File: src/hw/ecph_pkg.sv
// Shared constants and types for the parallel port peripheral handshake
package ecph_pkg;

    // Delays are in system clock periods; clk_i is the system clock
    localparam int SCLK_PER_CLK = 1;
    localparam int BUSY_ASSERT_SCLK = 8;
    localparam int BUSY_RELEASE_SCLK = 8;
    localparam int GRANT_DROP_SCLK = 5;
    localparam int ACK_SCLK = 3;
    // Synchroniser eats most of the end window, so only one clock is left
    localparam int END_SCLK = 1;
    localparam int GIVE_SCLK = 1;
    localparam int BUSY_ASSERT_CYC = BUSY_ASSERT_SCLK * SCLK_PER_CLK;
    localparam int BUSY_RELEASE_CYC = BUSY_RELEASE_SCLK * SCLK_PER_CLK;
    localparam int GRANT_DROP_CYC = GRANT_DROP_SCLK * SCLK_PER_CLK;
    localparam int ACK_CYC = ACK_SCLK * SCLK_PER_CLK;
    localparam int END_CYC = END_SCLK * SCLK_PER_CLK;
    localparam int GIVE_CYC = GIVE_SCLK * SCLK_PER_CLK;

    localparam int CNT_W = 4;
    localparam logic [CNT_W-1:0] CNT_MAX = 4'hf;
    localparam logic [CNT_W-1:0] CNT_ZERO = 4'h0;
    localparam logic [7:0] BYTE_ZERO = 8'h00;

    // Pins as seen from the host cable, all asynchronous to clk_i
    typedef struct packed {
        logic strobe_n;
        logic autofeed_n;
        logic dir_request_n;
        logic [7:0] data;
    } ecph_pins_t;

    localparam ecph_pins_t PINS_IDLE = '{strobe_n: 1'b1, autofeed_n: 1'b1, dir_request_n: 1'b1, data: 8'h00};

    // Forward byte handed to the user side
    typedef struct packed {
        logic is_addr;
        logic [7:0] data;
    } ecph_fwd_t;

    localparam ecph_fwd_t FWD_ZERO = '{is_addr: 1'b0, data: 8'h00};

    typedef enum logic [11:0] {
        ST_IDLE   = 12'h001,
        ST_F_ACK  = 12'h002,
        ST_F_HOLD = 12'h004,
        ST_F_REL  = 12'h008,
        ST_R_GRNT = 12'h010,
        ST_R_FTCH = 12'h020,
        ST_R_ACK  = 12'h040,
        ST_R_HOST = 12'h080,
        ST_R_UACK = 12'h100,
        ST_R_NEXT = 12'h200,
        ST_R_END  = 12'h400,
        ST_R_GIVE = 12'h800
    } ecph_state_t;

endpackage

File: src/hw/ecph_sync.sv
// Two-stage synchroniser for the host cable inputs
`timescale 1ns/1ps
module ecph_sync
    import ecph_pkg::*;
(
    // Clock and reset
    input wire logic clk_i,
    input wire logic rst_n_i,
    // Pins in, synchronised out
    input wire ecph_pins_t pins_i,
    output ecph_pins_t pins_o
);

    ecph_pins_t meta_reg;
    ecph_pins_t meta_next;
    ecph_pins_t sync_reg;
    ecph_pins_t sync_next;

    // First stage feeds only the second stage
    always_comb begin
        meta_next = pins_i;
        sync_next = meta_reg;
        if (!rst_n_i) begin
            meta_next = PINS_IDLE;
            sync_next = PINS_IDLE;
        end
    end

    always_ff @(posedge clk_i) begin
        meta_reg <= meta_next;
        sync_reg <= sync_next;
    end

    assign pins_o = sync_reg;

endmodule

File: src/hw/ecph_top.sv
// Peripheral side extended-capability parallel port handshake
`timescale 1ns/1ps
module ecph_top
    import ecph_pkg::*;
(
    // Clock and reset
    input wire logic clk_i,
    input wire logic rst_n_i,
    // Host cable inputs
    input wire logic host_strobe_low_i,
    input wire logic autofeed_command_flag_n_i,
    input wire logic dir_request_n_i,
    input wire logic [7:0] host_data_lines_i,
    // Host cable outputs
    output logic [7:0] host_data_lines_o,
    output logic host_data_oe_o,
    output logic busy_line_o,
    output logic reverse_grant_line_o,
    output logic ack_n_o,
    output logic fault_n_o,
    // Forward bytes to the user
    output ecph_fwd_t fwd_o,
    output logic fwd_valid_o,
    // Reverse bytes from the user
    input wire logic [7:0] rev_data_i,
    input wire logic rev_valid_i,
    output logic rev_ready_o
);

    function automatic logic dly_done(input logic [CNT_W-1:0] cnt, input int cyc);
        dly_done = cnt >= CNT_W'(cyc - 1);
    endfunction

    ecph_pins_t pins_raw;
    ecph_pins_t pins_s;
    logic strobe_prev_reg;
    logic strobe_prev_next;
    logic str_fall;
    logic str_rise;
    logic rev_ph;

    assign pins_raw = '{strobe_n: host_strobe_low_i, autofeed_n: autofeed_command_flag_n_i,
                        dir_request_n: dir_request_n_i, data: host_data_lines_i};

    ecph_sync u_sync (
        .clk_i(clk_i),
        .rst_n_i(rst_n_i),
        .pins_i(pins_raw),
        .pins_o(pins_s)
    );

    assign str_fall = strobe_prev_reg && !pins_s.strobe_n;
    assign str_rise = !strobe_prev_reg && pins_s.strobe_n;

    ecph_state_t state_reg;
    ecph_state_t state_next;
    logic [CNT_W-1:0] cnt_reg;
    logic [CNT_W-1:0] cnt_next;
    logic cmd_reg;
    logic cmd_next;
    logic [7:0] dout_reg;
    logic [7:0] dout_next;
    logic oe_reg;
    logic oe_next;
    logic busy_reg;
    logic busy_next;
    logic grant_reg;
    logic grant_next;
    logic ack_n_reg;
    logic ack_n_next;
    logic fault_n_reg;
    logic fault_n_next;
    ecph_fwd_t fwd_reg;
    ecph_fwd_t fwd_next;
    logic fwd_valid_reg;
    logic fwd_valid_next;
    logic rev_ready_reg;
    logic rev_ready_next;

    // Reverse phase that the host may abort by releasing its request
    assign rev_ph = state_reg inside {ST_R_GRNT, ST_R_FTCH, ST_R_ACK, ST_R_HOST, ST_R_UACK, ST_R_NEXT};

    always_comb begin
        state_next = state_reg;
        cmd_next = cmd_reg;
        dout_next = dout_reg;
        oe_next = oe_reg;
        busy_next = busy_reg;
        grant_next = grant_reg;
        ack_n_next = ack_n_reg;
        fault_n_next = 1'b1;
        fwd_next = fwd_reg;
        fwd_valid_next = 1'b0;
        rev_ready_next = 1'b0;
        strobe_prev_next = pins_s.strobe_n;
        case (state_reg)
            ST_IDLE: begin
                if (!pins_s.dir_request_n) begin
                    state_next = ST_R_GRNT;
                end else if (str_fall) begin
                    // Autofeed is valid once strobe is seen low
                    cmd_next = !pins_s.autofeed_n;
                    state_next = ST_F_ACK;
                end
            end
            ST_F_ACK: begin
                if (dly_done(cnt_reg, BUSY_ASSERT_CYC)) begin
                    busy_next = 1'b1;
                    state_next = ST_F_HOLD;
                end
            end
            ST_F_HOLD: begin
                if (str_rise) begin
                    // Command bytes are always channel addresses, no run-length counts
                    fwd_next = '{is_addr: cmd_reg, data: pins_s.data};
                    fwd_valid_next = 1'b1;
                    state_next = ST_F_REL;
                end
            end
            ST_F_REL: begin
                if (dly_done(cnt_reg, BUSY_RELEASE_CYC)) begin
                    busy_next = 1'b0;
                    state_next = ST_IDLE;
                end
            end
            ST_R_GRNT: begin
                if (dly_done(cnt_reg, GRANT_DROP_CYC)) begin
                    grant_next = 1'b0;
                    oe_next = 1'b1;
                    state_next = ST_R_FTCH;
                end
            end
            ST_R_FTCH: begin
                if (rev_valid_i) begin
                    dout_next = rev_data_i;
                    busy_next = 1'b1;
                    rev_ready_next = 1'b1;
                    state_next = ST_R_ACK;
                end
            end
            ST_R_ACK: begin
                if (dly_done(cnt_reg, ACK_CYC)) begin
                    ack_n_next = 1'b0;
                    state_next = ST_R_HOST;
                end
            end
            ST_R_HOST: begin
                if (pins_s.autofeed_n) begin
                    state_next = ST_R_UACK;
                end
            end
            ST_R_UACK: begin
                if (dly_done(cnt_reg, ACK_CYC)) begin
                    ack_n_next = 1'b1;
                    state_next = ST_R_NEXT;
                end
            end
            ST_R_NEXT: begin
                if (!pins_s.autofeed_n) begin
                    state_next = ST_R_FTCH;
                end
            end
            ST_R_END: begin
                if (dly_done(cnt_reg, END_CYC)) begin
                    oe_next = 1'b0;
                    busy_next = 1'b0;
                    ack_n_next = 1'b1;
                    state_next = ST_R_GIVE;
                end
            end
            ST_R_GIVE: begin
                if (dly_done(cnt_reg, GIVE_CYC)) begin
                    grant_next = 1'b1;
                    state_next = ST_IDLE;
                end
            end
            default: begin
                state_next = ST_IDLE;
            end
        endcase
        // Request release overrides every reverse step before ST_R_END
        if (rev_ph && pins_s.dir_request_n) begin
            state_next = ST_R_END;
        end
        // Counter restarts whenever the handshake moves on
        if (state_next != state_reg) begin
            cnt_next = CNT_ZERO;
        end else if (cnt_reg != CNT_MAX) begin
            cnt_next = cnt_reg + 4'h1;
        end else begin
            cnt_next = cnt_reg;
        end
        if (!rst_n_i) begin
            state_next = ST_IDLE;
            cnt_next = CNT_ZERO;
            cmd_next = 1'b0;
            dout_next = BYTE_ZERO;
            oe_next = 1'b0;
            busy_next = 1'b0;
            grant_next = 1'b1;
            ack_n_next = 1'b1;
            fault_n_next = 1'b1;
            fwd_next = FWD_ZERO;
            fwd_valid_next = 1'b0;
            rev_ready_next = 1'b0;
            strobe_prev_next = 1'b1;
        end
    end

    always_ff @(posedge clk_i) begin
        state_reg <= state_next;
        cnt_reg <= cnt_next;
        cmd_reg <= cmd_next;
        dout_reg <= dout_next;
        oe_reg <= oe_next;
        busy_reg <= busy_next;
        grant_reg <= grant_next;
        ack_n_reg <= ack_n_next;
        fault_n_reg <= fault_n_next;
        fwd_reg <= fwd_next;
        fwd_valid_reg <= fwd_valid_next;
        rev_ready_reg <= rev_ready_next;
        strobe_prev_reg <= strobe_prev_next;
    end

    assign host_data_lines_o = dout_reg;
    assign host_data_oe_o = oe_reg;
    assign busy_line_o = busy_reg;
    assign reverse_grant_line_o = grant_reg;
    assign ack_n_o = ack_n_reg;
    assign fault_n_o = fault_n_reg;
    assign fwd_o = fwd_reg;
    assign fwd_valid_o = fwd_valid_reg;
    assign rev_ready_o = rev_ready_reg;

    property p_busy_assert;
        @(posedge clk_i) disable iff (!rst_n_i)
        $rose(state_reg == ST_F_ACK) |-> !busy_line_o [*8] ##1 busy_line_o;
    endproperty
    a_busy_assert: assert property (p_busy_assert) else $error("Busy rise delay wrong");

    property p_capture;
        @(posedge clk_i) disable iff (!rst_n_i)
        fwd_valid_o |-> $past(str_rise) && fwd_o.data == $past(pins_s.data) && busy_line_o;
    endproperty
    a_capture: assert property (p_capture) else $error("Forward byte not taken at strobe rise");

    property p_busy_release;
        @(posedge clk_i) disable iff (!rst_n_i)
        $rose(state_reg == ST_F_REL) |-> busy_line_o [*8] ##1 !busy_line_o;
    endproperty
    a_busy_release: assert property (p_busy_release) else $error("Busy release delay wrong");

    property p_cmd_flag;
        @(posedge clk_i) disable iff (!rst_n_i)
        fwd_valid_o |-> fwd_o.is_addr == cmd_reg;
    endproperty
    a_cmd_flag: assert property (p_cmd_flag) else $error("Command byte not flagged as address");

    property p_fault_idle;
        @(posedge clk_i) disable iff (!rst_n_i)
        $past(rst_n_i) |-> fault_n_o;
    endproperty
    a_fault_idle: assert property (p_fault_idle) else $error("Fault line driven active");

    property p_rev_busy;
        @(posedge clk_i) disable iff (!rst_n_i)
        state_reg inside {ST_R_ACK, ST_R_HOST, ST_R_UACK, ST_R_NEXT} |-> busy_line_o;
    endproperty
    a_rev_busy: assert property (p_rev_busy) else $error("Busy low during reverse transfer");

    property p_grant_drop;
        @(posedge clk_i) disable iff (!rst_n_i)
        $rose(state_reg == ST_R_GRNT) |-> reverse_grant_line_o [*5] ##1 !reverse_grant_line_o;
    endproperty
    a_grant_drop: assert property (p_grant_drop) else $error("Grant line drop delay wrong");

    property p_drive_on_grant;
        @(posedge clk_i) disable iff (!rst_n_i)
        $fell(reverse_grant_line_o) |-> host_data_oe_o && !busy_line_o;
    endproperty
    a_drive_on_grant: assert property (p_drive_on_grant) else $error("Bus not driven at grant");

    property p_ack;
        @(posedge clk_i) disable iff (!rst_n_i)
        $rose(state_reg == ST_R_ACK) |-> ack_n_o [*3] ##1 (!ack_n_o && busy_line_o);
    endproperty
    a_ack: assert property (p_ack) else $error("Acknowledge delay wrong");

    property p_end;
        @(posedge clk_i) disable iff (!rst_n_i)
        $rose(state_reg == ST_R_END) && host_data_oe_o
        |-> host_data_oe_o ##1 (!host_data_oe_o && !busy_line_o && !reverse_grant_line_o)
            ##1 reverse_grant_line_o;
    endproperty
    a_end: assert property (p_end) else $error("Reverse end sequence wrong");

endmodule

File: config.mk
export PLATFORM = sky130hd
export DESIGN_NAME = ecph_top
export DESIGN_NICKNAME = d
export VERILOG_FILES = /design/src/hw/ecph_pkg.sv /design/src/hw/ecph_sync.sv /design/src/hw/ecph_top.sv
export SDC_FILE = /design/constraint.sdc
export NUM_CORES = 1
export LEC_CHECK = 0
export BUFFER_PORTS_ARGS = -buffer_cell sky130_fd_sc_hd__buf_2
export CAP_MARGIN = 20
export CORE_MARGIN = 4
export CORE_UTILIZATION = 34
export CTS_CLUSTER_DIAMETER = 40
export DETAILED_ROUTE_END_ITERATION = 8
export MAX_ROUTING_LAYER = met4
export PLACE_DENSITY = 0.52
export SLEW_MARGIN = 20
export SYNTH_ARGS = -nofsm -noshare
export SYNTH_HDL_FRONTEND = slang
export SYNTH_SLANG_ARGS = --single-unit
File: constraint.sdc
create_clock -name clk_i -period 3.79 [get_ports clk_i]
set_input_delay 0.379 -clock clk_i [delete_from_list [all_inputs] [get_ports clk_i]]
set_output_delay 0.379 -clock clk_i [all_outputs]
set_load 0.01 [all_outputs]
---- After elaboration in Yosys (flattened, before gate mapping) ----
Cells that the tools add are included.
storage, ports and cells
  bits of input ports ..................... 22
  register bits ........................... 63
  logic and storage cells ................. 100
  output and inout bits ................... 24
operators by class
  add/sub/neg operators ................... 1
  $lt $le $gt $ge ......................... 4
  reduce and logical (&&, ||, !) cells .... 21
  eq/ne operators ......................... 22
  multiplexer cells ....................... 30
  bitwise gates (word level) .............. 1
operators by type and width
  kind                                                   count
  2-to-1 mux 12 bit                                      14
  one-hot mux 12 bit (12 select lines)                   1
  equality test 12 x 1 -> 1 bit, second input constant   1
  equality test 12 x 10 -> 1 bit, second input constant  1
  equality test 12 x 11 -> 1 bit, second input constant  1
  equality test 12 bit, second input constant            1
  equality test 12 x 2 -> 1 bit, second input constant   1
  equality test 12 x 3 -> 1 bit, second input constant   1
  equality test 12 x 4 -> 1 bit, second input constant   1
  equality test 12 x 5 -> 1 bit, second input constant   1
  equality test 12 x 6 -> 1 bit, second input constant   1
  equality test 12 x 7 -> 1 bit, second input constant   1
  equality test 12 x 8 -> 1 bit, second input constant   1
  equality test 12 x 9 -> 1 bit, second input constant   1
  != test 12 bit                                         1
  2-to-1 mux 1 bit                                       11
  != test 2 bit, second input constant                   5
  AND reduction 3 bit                                    3
  >= comparator 4 x 3 -> 1 bit, second input constant    2
  AND reduction 2 bit                                    4
  != test 2 x 1 -> 1 bit, second input constant          3
  nonzero test 6 bit                                     1
  AND reduction 5 bit                                    1
  adder 4 x 1 -> 4 bit, second input constant            1
  14 further kinds                                       20

---- Depth between registers and ports, before layout ----
  word-level depth ........................ 8
  depth in mapped cells ................... 10
  mapped depth without buffers ............ 8

---- By module ----
Synthesis repeated with hierarchy kept, for this count alone.
unflattened totals
  cells, all modules ...................... 352
  area, all modules ....................... 3195.6 um^2
by module, submodules not included
  module     seq. area each (um^2)  area each (um^2)  cells an instance  instances
  ecph_top   820.8                  2605.0            306                1
  ecph_sync  440.4                  590.6             46                 1

---- Worst setup path before layout ----
No wires, ideal clock.
  path type ............................... register to register
  start point ............................. register state_reg[0]
  end point ............................... register cnt_reg[0]
  path slack .............................. 1.120 ns
  required time ........................... 3.698 ns
  setup time .............................. 0.092 ns
  arrival ................................. 2.578 ns
  path buffers ............................ 2
  cell stages (with the launch flop) ...... 10
  period minus slack after synthesis ...... 2.670 ns
  cell sequence ........................... dfxtp_1 > buf_4 > or4_1 > buf_2 > or2_4 > a2111oi_4 > o32ai_1 > a221oi_2 > nand4_2 > nor4_1
on the way
  cells in the longest elaborated chain, start to end .. 6
  elaborated cells on any way between the ends .. 31
  classes of those cells .................. 13 x eq/ne; 15 x mux; 3 x reduce/logical
ends and longest elaborated chain
  what                                                          RTL line         text
  start: declaration                                            ecph_top.sv:55   ecph_state_t state_reg;
  start signal: assignment                                      ecph_top.sv:211  state_reg <= state_next;
  branches (longest 4 deep; another with equality test 12 bit)  -
  != test 12 bit (*)                                            ecph_top.sv:186  if (state_next != state_reg) begin
  OR reduction 2 bit (no line) (*)                              -
  end signal: assignment                                        ecph_top.sv:212  cnt_reg <= cnt_next;
  end: declaration                                              ecph_top.sv:57   logic [CNT_W-1:0] cnt_reg;
Mark *: on every way between the ends.
A chain may end at the register's enable or synchronous reset.

---- Worst setup path after layout ----
  start point ............................. register state_reg[7]
  end point ............................... register cnt_reg[1]
Same word-level chain as after synthesis.

==> flow_metrics.py <==
metrics = {
    "synthesis": {
        "avgSynthCellArea_sq_um": 8.70,
        "yosysWarnings": 0,
        "syn_inst": 341,
        "ys_types": 66,
        "ys_async_sr_fraction": 0,
        "synth_area_sq_um": 2970,
        "syn-num-nets": 364,
        "ys.flop_type": "dfxtp_1",
        "ys_ff_latch": 63,
        "synth_enable_flop_cells": 0,
        "ys_seq_area_frac": 0.425,
    },
    "global_routing": {
        "grt_pass1_wl_um": 12200,
        "grt_usage": 0.157,
        "busiest_layer": "met2",
        "grt_max_degree": 31,
        "grt_pass1_vias": 2444,
        "grtUsageMet1": 0.196,
        "antenna_found_initial": 0,
        "grt_overflow_total": 0,
        "use_met3": 0.0386,
        "use_met2": 0.234,
    },
    "floorplan": {
        "start_util": 0.356,
        "die_x_um": 101,
        "num_io_pins": 46,
        "dieArea_sq_um": 10300,
        "die_h_um": 101,
        "core-area_sq_um": 8340,
        "row_count": 33,
    },
    "setup_path": {
        "worst-r2r-setup-slack_ns": 0.73,
        "r2r-end": "cnt_reg[1]$_SDFFE_PP0P_",
        "worst-path-max-fanout": 17,
        "cp.required_ns": 4.03,
        "cpMaxStageDelayCell": "or4_1",
        "crit_start": "state_reg[7]$_SDFF_PN0_",
        "rr_worst_depth": 7,
        "startpoint_type": "register",
        "end_kind": "register",
        "rr_startpoint": "state_reg[7]$_SDFF_PN0_",
        "worstSetupEndpoint": "cnt_reg[1]$_SDFFE_PP0P_",
        "crit_chain": "or4_1, nor3_1, o311a_1, or2_1, o2111ai_1, a211o_1, nor4_1",
        "max_stage_delay_ns": 0.71,
        "worstSetupPathType": "register to register",
        "cp.arrival_ns": 3.30,
    },
    "timing": {
        "hold_viol": 0,
        "relSlewSlack": 0.464,
        "tightest_slew_ns": 0.797,
        "finalSetupViolCount": 0,
        "finalWorstSetupSlack_ns": 0.734,
        "finalCriticalPeriod_ns": 3.06,
        "grt_setup_unrepaired": "no",
        "period_share": 0.806,
        "max_freq_ghz": 0.327,
        "maxSlewViolCount": 0,
        "fin_worst_skew_ns": 0.00889,
        "setup_tns_ns": 0,
    },
    "finish": {
        "syn2layout_area_growth_pct": 15.9,
        "diodes": 0,
        "drive_above_1_share": 0.204,
        "largest_reg_flops": 12,
        "nets": 401,
        "fin_area_sq_um": 3440,
    },
    "power": {
        "power.density_nw_per_um2": 415,
        "finalPower_w": 0.00143,
        "irDropWorstVdd_mv": 0.253,
        "p_leak_nw": 1.43,
    },
    "detailed_routing": {
        "drt_wl_total_um": 7550,
        "drt-pass1-iter-count": 5,
        "wl_per_cell_um": 15.5,
        "drt_iter0_drc": 188,
        "vias_per_cell": 5.39,
        "vias": 2632,
        "drtAntennaViolNets": 0,
        "drc": 0,
    },
    "clock_tree": {
        "cts-root-buf": "clkbuf_8",
        "cts_resized": 0,
        "postCtsSetupRepairBufs": 0,
        "cts_buffers": 9,
        "clockBufferDepth": 2,
        "cts_tree": "yes",
        "cts_sinks": 63,
        "cts.clk_slew.worst_paths_ns": 0.07,
        "clk_latency_ns": 0.34,
        "htree_num_levels": 3,
        "ctsHoldBuffers": 0,
    },
    "placement": {
        "placed_cell_area_sq_um": 3250,
        "dp_hpwl_um": 5550,
        "numPortBuffers": 44,
        "dp_slack_ns": 0.801,
        "gp_congestion": 0.903,
    },
    "hold_path": {
        "hp-class": "input pin to register",
        "whs_path_depth": 2,
    },
    "run_status": {
        "outcome": "completed",
    },
    "run": {
        "max_cap_violations": 0,
    },
}
[metal layers]
metal,vias to the layer above,routed length (um)
li1,1310,-
met1,1204,3440
met3,23,462
met4,0,269
met5,-,0
met2,95,3370
[per-stage QoR]
step | utilization | instances | hold slack [ns]
2_1_floorplan | - | 341 | 0.386
4_1_cts | 0.412 | 488 | 0.193
3_5_place_dp | 0.390 | 472 | 0.392
3_3_place_gp | 0.390 | 472 | 0.388
6_report | 0.412 | 488 | 0.214
5_1_grt | 0.412 | 488 | 0.189
[worst max-delay path: cells and delay by family, from the launching register on]
| kind | cells | cell delay, ns |
|---|---|---|
| simple gates | 4 | 1.68 |
| flops | 1 | 0.48 |
| compound gates | 3 | 0.81 |
[cell usage in the layout (no fill, tap or decap), types with 7 or more instances in the layout]
cell,instances
nor4_1,9
nand2b_1,13
a21oi_1,18
buf_4,8
buf_2,44
nand4_1,7
dfxtp_1,63
nor2_1,30
and2_1,16
nor3_1,15
mux2i_1,11
nand3_1,8
nor4b_1,9
nand2_1,30
inv_1,7
o21ai_0,8
clkbuf_8,10
[worst min-delay path by stage]
| stage | from | endpoint |
|---|---|---|
| floorplan | u_sync.meta_reg[10]$_SDFF_PN1_ | u_sync.pins_o[10]$_SDFF_PN1_ |
| global placement | u_sync.meta_reg[10]$_SDFF_PN1_ | u_sync.pins_o[10]$_SDFF_PN1_ |
| detailed placement | u_sync.meta_reg[10]$_SDFF_PN1_ | u_sync.pins_o[10]$_SDFF_PN1_ |
| CTS | autofeed_command_flag_n_i | u_sync.meta_reg[9]$_SDFF_PN1_ |
| global route | autofeed_command_flag_n_i | u_sync.meta_reg[9]$_SDFF_PN1_ |
| finish | autofeed_command_flag_n_i | u_sync.meta_reg[9]$_SDFF_PN1_ |
[cell usage after synthesis (all sizes together), types with 3 or more instances]
cell | instances | share of area
a2111oi | 3 | 0.015
a211oi | 3 | 0.0076
a21o | 3 | 0.0076
a21oi | 18 | 0.030
a221oi | 3 | 0.011
and2 | 16 | 0.034
and3 | 3 | 0.0063
buf | 7 | 0.017
clkbuf | 19 | 0.024
dfxtp | 63 | 0.43
inv | 7 | 0.0089
mux2i | 11 | 0.037
nand2 | 30 | 0.038
nand2b | 13 | 0.027
nand3 | 8 | 0.014
nand4 | 8 | 0.019
nor2 | 30 | 0.038
nor3 | 15 | 0.025
nor4 | 10 | 0.023
nor4b | 9 | 0.027
o2111ai | 3 | 0.0089
o21ai | 8 | 0.014
or2 | 3 | 0.0072
or4 | 4 | 0.010
xor2 | 3 | 0.0089
[final cells by class]
| class | instances | area [sq um] |
|---|---|---|
| multi-input cells | 245 | 1560 |
| flip-flops and latches | 63 | 1260 |
| inverters | 7 | 26.3 |
| clock inverters | 6 | 43.8 |
| well taps | 105 | 131 |
| repair buffers | 52 | 280 |
| clock buffers | 10 | 138 |
| fillers | 887 | 4900 |
[logic make-up after synthesis]
| logic type | count (synthesis) | share of synthesized area |
|---|---|---|
| adder cells (fa/ha/maj) | 1 | 0.00422 |
| AO/OA/AOI/OAI | 65 | 0.162 |
| multiplexers | 12 | 0.0409 |
| flip-flops | 63 | 0.425 |
| other | 1 | 0.00126 |
| buffers and inverters | 33 | 0.0502 |
| XOR/XNOR | 5 | 0.0148 |
| AND/OR/NAND/NOR | 161 | 0.301 |
[where the power goes]
group | internal (W) | switching [W]
registers | 0.000682 | 0.0000207
logic | 0.0000784 | 0.000116
clock network | 0.000257 | 0.000272
total | 0.00102 | 0.000409
No activity file was read; power rests on OpenSTA's default activity.
